`src/design/pwl_pkg.sv`:
```
// Purpose: constants for the pwm register write lock
// Assumes: 16-bit special-function-register bus, one access per cycle at most
// Notes:   key values and option bit position are fixed by the device
package pwl_pkg;
   localparam int           DATA_W          = 16;
   localparam logic [15:0]  KEY_FIRST       = 16'habcd;
   localparam logic [15:0]  KEY_SECOND      = 16'h4321;
   localparam int           LOCK_OPT_BIT    = 0;
   localparam int           OPT_W           = 16;
   localparam logic [15:0]  OPT_WORD_ERASED = 16'hffff;

   typedef enum logic [1:0] {
      PWL_LOCKED,
      PWL_KEY1_SEEN,
      PWL_ARMED
   } pwl_state_t;
endpackage : pwl_pkg

```
`src/design/pwl_opt_latch.sv`:
```
// Purpose: captures the protection option bit from the device options word
// Assumes: options word is stable while reset is low
// Notes:   erased (unprogrammed) word reads all ones, so protection is on
`timescale 1ns/1ps
`default_nettype none
module pwl_opt_latch (
   input  wire logic                       sys_clk,
   input  wire logic                       rst_n,
   input  wire logic [pwl_pkg::OPT_W-1:0]  device_options_config_word,
   output var  logic                       pwm_protect_config_bit
);
   import pwl_pkg::*;
   logic protect_reg;
   logic protect_next;

   // strap is caught while reset is held, not by an asynchronous load
   always_comb begin
      protect_next = protect_reg;
      if (!rst_n) begin
         protect_next = device_options_config_word[LOCK_OPT_BIT];
      end
   end

   always_ff @(posedge sys_clk) begin
      protect_reg <= protect_next;
   end

   assign pwm_protect_config_bit = protect_reg;   // erased one means protected
endmodule : pwl_opt_latch
`default_nettype wire

```
`src/design/pwl_write_lock.sv`:
```
// Purpose: write-protection gate for pwm output-control and fault-control registers
// Assumes: one sfr access per cycle; access strobe covers reads and writes
// Notes:   write enables are registered, so the pwm register updates one cycle later
`timescale 1ns/1ps
`default_nettype none
module pwl_write_lock (
   input  wire logic                        sys_clk,
   input  wire logic                        rst_n,
   input  wire logic [pwl_pkg::OPT_W-1:0]   device_options_config_word,
   input  wire logic                        sfr_access,
   input  wire logic                        sfr_write,
   input  wire logic                        sel_key,
   input  wire logic                        sel_output_control,
   input  wire logic                        sel_fault_control,
   input  wire logic [pwl_pkg::DATA_W-1:0]  sfr_wdata,
   output var  logic                        pwm_output_control_we,
   output var  logic                        pwm_fault_control_we,
   output var  logic [pwl_pkg::DATA_W-1:0]  pwm_wdata,
   output var  logic                        unlock_armed,
   output var  logic                        write_blocked
);
   import pwl_pkg::*;

   logic              protect_en;
   pwl_state_t        state_reg;
   pwl_state_t        state_next;
   logic              oc_we_reg;
   logic              oc_we_next;
   logic              fc_we_reg;
   logic              fc_we_next;
   logic [DATA_W-1:0] wdata_reg;
   logic [DATA_W-1:0] wdata_next;
   logic              blocked_reg;
   logic              blocked_next;
   logic              key_wr;
   logic              prot_wr;
   logic              grant;
   // armed copy kept as a flop so the status pin has no decode behind it
   logic              armed_reg;
   logic              armed_next;

   pwl_opt_latch u_opt (
      .sys_clk                    (sys_clk),
      .rst_n                      (rst_n),
      .device_options_config_word (device_options_config_word),
      .pwm_protect_config_bit     (protect_en)
   );

   assign key_wr  = sfr_access && sfr_write && sel_key;
   assign prot_wr = sfr_access && sfr_write && (sel_output_control || sel_fault_control);

   // key compare shared by both key states of the sequencer
   function automatic logic key_match(
      input logic              wr,
      input logic [DATA_W-1:0] word,
      input logic [DATA_W-1:0] key
   );
      return wr && (word == key);
   endfunction : key_match

   // key sequencer; any access not continuing the sequence drops back to locked
   always_comb begin
      state_next = state_reg;
      if (sfr_access) begin
         unique case (state_reg)
            PWL_LOCKED: begin
               state_next = key_match(key_wr, sfr_wdata, KEY_FIRST) ? PWL_KEY1_SEEN : PWL_LOCKED;
            end
            PWL_KEY1_SEEN: begin
               state_next = key_match(key_wr, sfr_wdata, KEY_SECOND) ? PWL_ARMED : PWL_LOCKED;
            end
            PWL_ARMED: begin
               // whatever the next access is, the arming is spent
               state_next = PWL_LOCKED;
            end
            default: begin
               state_next = PWL_LOCKED;
            end
         endcase
      end
      armed_next = (state_next == PWL_ARMED);
   end

   // write gate; protection off passes every write
   always_comb begin
      grant        = !protect_en || (state_reg == PWL_ARMED);
      oc_we_next   = 1'b0;
      fc_we_next   = 1'b0;
      wdata_next   = wdata_reg;
      blocked_next = 1'b0;
      if (prot_wr) begin
         if (grant) begin
            oc_we_next = sel_output_control;
            fc_we_next = sel_fault_control;
            wdata_next = sfr_wdata;
         end else begin
            blocked_next = 1'b1;
         end
      end
   end

   // reset clears the gate only; the option strap lives in its own latch
   always_ff @(posedge sys_clk) begin
      if (!rst_n) begin
         state_reg   <= PWL_LOCKED;
         oc_we_reg   <= 1'b0;
         fc_we_reg   <= 1'b0;
         wdata_reg   <= '0;
         blocked_reg <= 1'b0;
         armed_reg   <= 1'b0;
      end else begin
         state_reg   <= state_next;
         oc_we_reg   <= oc_we_next;
         fc_we_reg   <= fc_we_next;
         wdata_reg   <= wdata_next;
         blocked_reg <= blocked_next;
         armed_reg   <= armed_next;
      end
   end

   // every output leaves straight from a flop
   assign pwm_output_control_we = oc_we_reg;
   assign pwm_fault_control_we  = fc_we_reg;
   assign pwm_wdata             = wdata_reg;
   assign write_blocked         = blocked_reg;
   assign unlock_armed          = armed_reg;

   chk_locked_blocks: assert property (@(posedge sys_clk) disable iff (!rst_n)
      (protect_en && state_reg == PWL_LOCKED && prot_wr) |=> (!oc_we_reg && !fc_we_reg && blocked_reg))
      else $error("protected write passed while locked");
   chk_open_passes: assert property (@(posedge sys_clk) disable iff (!rst_n)
      (!protect_en && prot_wr && sel_output_control) |=> oc_we_reg)
      else $error("write lost with protection off");
   chk_key_order: assert property (@(posedge sys_clk) disable iff (!rst_n)
      (state_reg == PWL_LOCKED && key_wr && sfr_wdata == KEY_SECOND) |=> state_reg == PWL_LOCKED)
      else $error("second key alone armed the gate");
   chk_full_unlock: assert property (@(posedge sys_clk) disable iff (!rst_n)
      (state_reg == PWL_LOCKED && key_wr && sfr_wdata == KEY_FIRST)
      ##1 (key_wr && sfr_wdata == KEY_SECOND) ##1 (prot_wr && sel_fault_control) |=> fc_we_reg)
      else $error("valid unlock did not grant write");
   chk_interrupt_voids: assert property (@(posedge sys_clk) disable iff (!rst_n)
      (state_reg == PWL_KEY1_SEEN && sfr_access && !key_wr) |=> state_reg == PWL_LOCKED)
      else $error("intervening access kept key progress");
   chk_single_write: assert property (@(posedge sys_clk) disable iff (!rst_n)
      (protect_en && state_reg == PWL_ARMED && prot_wr) ##1 prot_wr |=> !oc_we_reg && !fc_we_reg)
      else $error("two writes from one unlock");
   chk_armed_relocks: assert property (@(posedge sys_clk) disable iff (!rst_n)
      (state_reg == PWL_ARMED && sfr_access) |=> state_reg == PWL_LOCKED)
      else $error("gate stayed armed after access");
   chk_we_cause: assert property (@(posedge sys_clk) disable iff (!rst_n)
      oc_we_reg |-> $past(prot_wr) && ($past(!protect_en) || $past(state_reg == PWL_ARMED)))
      else $error("write enable without cause");

   // sequence corners and gate side effects
   chk_key1_progress: assert property (@(posedge sys_clk) disable iff (!rst_n)
      (state_reg == PWL_LOCKED && key_wr && sfr_wdata == KEY_FIRST)
      |=> state_reg == PWL_KEY1_SEEN)
      else $error("first key did not advance");
   chk_second_key_arms: assert property (@(posedge sys_clk) disable iff (!rst_n)
      (state_reg == PWL_KEY1_SEEN && key_wr && sfr_wdata == KEY_SECOND)
      |=> armed_reg && state_reg == PWL_ARMED)
      else $error("second key did not arm");
   chk_wrong_first_key: assert property (@(posedge sys_clk) disable iff (!rst_n)
      (state_reg == PWL_LOCKED && sfr_access && !(key_wr && sfr_wdata == KEY_FIRST))
      |=> state_reg == PWL_LOCKED)
      else $error("progress without first key");
   chk_armed_needs_keys: assert property (@(posedge sys_clk) disable iff (!rst_n)
      $rose(armed_reg)
      |-> $past(state_reg == PWL_KEY1_SEEN) && $past(key_wr) && $past(sfr_wdata) == KEY_SECOND)
      else $error("armed without both keys");
   chk_armed_holds: assert property (@(posedge sys_clk) disable iff (!rst_n)
      (armed_reg && !sfr_access)
      |=> armed_reg)
      else $error("arming lost on idle cycle");
   chk_grant_oc_data: assert property (@(posedge sys_clk) disable iff (!rst_n)
      (protect_en && state_reg == PWL_ARMED && prot_wr && sel_output_control)
      |=> oc_we_reg && wdata_reg == $past(sfr_wdata))
      else $error("unlocked output-control write lost");
   chk_grant_fc_data: assert property (@(posedge sys_clk) disable iff (!rst_n)
      (protect_en && state_reg == PWL_ARMED && prot_wr && sel_fault_control)
      |=> fc_we_reg && wdata_reg == $past(sfr_wdata))
      else $error("unlocked fault-control write lost");
   chk_blocked_cause: assert property (@(posedge sys_clk) disable iff (!rst_n)
      blocked_reg |-> $past(prot_wr) && $past(protect_en)
      && $past(state_reg != PWL_ARMED))
      else $error("write refused without cause");
   chk_fc_cause: assert property (@(posedge sys_clk) disable iff (!rst_n)
      fc_we_reg |-> $past(prot_wr) && $past(sel_fault_control)
      && ($past(!protect_en) || $past(state_reg == PWL_ARMED)))
      else $error("fault-control enable without cause");
   chk_open_fc_passes: assert property (@(posedge sys_clk) disable iff (!rst_n)
      (!protect_en && prot_wr && sel_fault_control)
      |=> fc_we_reg && !blocked_reg)
      else $error("fault-control write lost with protection off");
   chk_wdata_hold: assert property (@(posedge sys_clk) disable iff (!rst_n)
      (!oc_we_reg && !fc_we_reg && $past(rst_n))
      |-> $stable(wdata_reg))
      else $error("write data moved without a grant");
   chk_read_inert: assert property (@(posedge sys_clk) disable iff (!rst_n)
      (sfr_access && !sfr_write)
      |=> !oc_we_reg && !fc_we_reg && !blocked_reg)
      else $error("read produced a write enable");
   chk_key_inert: assert property (@(posedge sys_clk) disable iff (!rst_n)
      (key_wr && !sel_output_control && !sel_fault_control)
      |=> !oc_we_reg && !fc_we_reg && !blocked_reg)
      else $error("key write reached a protected register");

   cov_unlock_oc: cover property (@(posedge sys_clk) disable iff (!rst_n) oc_we_reg && protect_en);
   cov_unlock_fc: cover property (@(posedge sys_clk) disable iff (!rst_n) fc_we_reg && protect_en);
   cov_blocked:   cover property (@(posedge sys_clk) disable iff (!rst_n) blocked_reg);
   cov_open:      cover property (@(posedge sys_clk) disable iff (!rst_n) oc_we_reg && !protect_en);
   cov_idle_arm:  cover property (@(posedge sys_clk) disable iff (!rst_n) armed_reg && !sfr_access);
endmodule : pwl_write_lock
`default_nettype wire

```
`config.mk`:
```
export PLATFORM = sky130hd
export DESIGN_NAME = pwl_write_lock
export DESIGN_NICKNAME = d
export VERILOG_FILES = /design/src/design/pwl_pkg.sv /design/src/design/pwl_opt_latch.sv /design/src/design/pwl_write_lock.sv
export SDC_FILE = /design/constraint.sdc
export NUM_CORES = 1
export LEC_CHECK = 0
export ABC_AREA = 1
export BUFFER_PORTS_ARGS = -buffer_cell sky130_fd_sc_hd__buf_2
export CORE_AREA = 4 4 55 52
export DETAILED_ROUTE_END_ITERATION = 12
export DIE_AREA = 0 0 59 56
export GPL_ROUTABILITY_DRIVEN = 0
export PLACE_DENSITY = 0.8
export SYNTH_ARGS = -nofsm -noshare
export SYNTH_HDL_FRONTEND = slang
export SYNTH_SLANG_ARGS = --single-unit
```
`constraint.sdc`:
```
create_clock -name sys_clk -period 2.8 [get_ports sys_clk]
set_input_delay 0.7 -clock sys_clk [delete_from_list [all_inputs] [get_ports sys_clk]]
set_output_delay 0.7 -clock sys_clk [all_outputs]
set_load 0.01 [all_outputs]
```
==> impl_metrics.json <==
{
  "status": "complete, no violations",
  "synth_edf_count": 1,
  "grt_usage": 0.148,
  "worstPathArrival_ps": 850,
  "yosys_warnings": 0,
  "setup_viol": 0,
  "cp_cell_sequence": "buf_2",
  "cts-root-buf": "clkbuf_4",
  "layout-drive-gt1-share": 0.380,
  "htree_levels": 1,
  "drtIter0Drc": 12,
  "ys_seq_area_frac": 0.476,
  "clk-insertion-delay-late_ps": 310,
  "slew_headroom": 0.771,
  "p_leak_uw": 0.000611,
  "post-route-util": 0.520,
  "grt.busiest_layer": "met2",
  "max_freq_mhz": 643,
  "die_height_um": 56,
  "yosysUniqueCellTypes": 23,
  "netlist.area_leader.share": 0.446,
  "cp-start-kind": "flip-flop",
  "drv_slew": 0,
  "met2_usage": 0.241,
  "wl_um": 2230,
  "mostFrequentLayoutCell": "buf_2",
  "postCtsHoldBufs": 0,
  "rows": 17,
  "ys_ff_latch": 23,
  "grt_pass1_wl_um": 3810,
  "hold_viol_final": 0,
  "critPathTopFamily": "flip-flops",
  "grt_max_degree": 21,
  "largest_reg_flops": 16,
  "synth_flop_cell": "dfxtp_1",
  "cp_num_buf_inv": 1,
  "p_per_area_mw_per_mm2": 487,
  "grt_overflow": 0,
  "ant_nets": 0,
  "layout_common_cells": "43 x buf_2, 37 x nor2_1, 22 x dfxtp_1",
  "post_cts_buffers": 0,
  "tritoncts": "yes",
  "clockBufferDepth": 2,
  "cts_resized": 0,
  "rsz0062_at_grt": "false",
  "numCtsBuffers": 3,
  "hold_path_class": "flip-flop to flip-flop",
  "clk_pin_slew_ps": 130,
  "cp_max_fo": 2,
  "routed_via_density": 4.79,
  "grt_pass1_vias": 906,
  "drt_pre_antenna_iters": 4,
  "coreArea_mm2": 0.00234,
  "die_area_mm2": 0.00330,
  "synth_cells": 124,
  "postSynth.asyncResetShare": 0,
  "via_count": 929,
  "final_nets": 206,
  "io_buffers": 43,
  "path_class": "flip-flop to output port",
  "synth.area.top_cells": "dfxtp_1 45%, nor2_1 14%, nand2_1 4.9%",
  "fillers": 248,
  "synth_top_area_cell": "dfxtp_1",
  "critPathRequiredTime_ps": 2100,
  "synthesis.area_um2": 988,
  "period_share": 0.555,
  "critical-path-max-stage-delay_ps": 390,
  "synth.avg_cell_area_um2": 7.97,
  "die_x_um": 59,
  "ios": 59,
  "setup_tns_ps": 0,
  "ir_drop_mv": 0.264,
  "crit_path_end_kind": "output port",
  "drcViolationCount": 0,
  "skew_ps": 5.43,
  "start_util": 0.422,
  "fin_crit_ps": 1550,
  "crit_slowest_cell": "dfxtp_1",
  "antenna_found_initial": 0,
  "hpwl_um": 1740,
  "worst_pin_slew_ps": 343,
  "area_growth_syn_to_layout_pct": 23.0,
  "met3_usage": 0.0441,
  "avgRoutedWirePerCell_um": 11.5,
  "insertedDiodeCount": 0,
  "cts_sinks": 23,
  "synth_nets": 163,
  "drv_cap": 0,
  "use_met1": 0.178
}
Yosys cell counts (2+ instances only):
library cell	count
o21ai_0	4
a21oi_2	4
inv_2	2
o21ai_2	4
dfxtp_1	22
nand4_1	3
nor2_1	37
inv_1	10
nand2_1	13
buf_8	2
o21ai_1	8
nor3_2	2
nand3_1	3
stage by stage:
step	total power [uW]	instances	hold slack [ps]	setup slack, ps	area [um^2]
2_1_floorplan	411	124	491	1390	988
3_3_place_gp	442	190	457	1150	1190
3_5_place_dp	445	190	466	1090	1190
4_1_cts	599	194	496	1230	1220
5_1_grt	624	194	522	1200	1220
6_report	593	194	492	1250	1220
final timing paths:
| kind | from | endpoint | slack (ps) | cells past startpoint |
|---|---|---|---|---|
| max | pwm_wdata[1] | pwm_wdata[1] | 1250 | 1 |
| min | pwm_wdata[9] | pwm_wdata[9] | 490 | 2 |
| max reg2reg | state_reg[0] | pwm_wdata[12] | 1580 | 7 |
| min reg2reg | pwm_wdata[9] | pwm_wdata[9] | 490 | 2 |
per-layer routing:
metal  up-vias  part of all wire
met3         5             0.078
li1        472                 -
met2        33              0.48
met4         0             0.017
met1       419              0.43
met5         -                 0
power by group:
group	switching [uW]	total, uW	internal [uW]
clock network	103	157	53.4
logic	50.7	86.6	35.9
registers	6.29	349	343
cell type report:
type / count / area [um^2] / share of cell area
inverter: 13 / 51.3 / 0.0422
sequential: 23 / 470 / 0.387
clock inverter: 1 / 5.00 / 0.00412
tap: 28 / 35.0 / 0.0288
timing repair buffer: 43 / 215 / 0.177
multi-input combinational: 83 / 417 / 0.343
clock buffer: 3 / 22.5 / 0.0185
kinds of logic after synthesis:
logic type             count (synthesis)  synth area share
flip-flops                            23             0.476
AND/OR/NAND/NOR                       61             0.268
buffers and inverters                 18             0.103
AO/OA/AOI/OAI                         22             0.153
(Power assumes the default switching activity.)
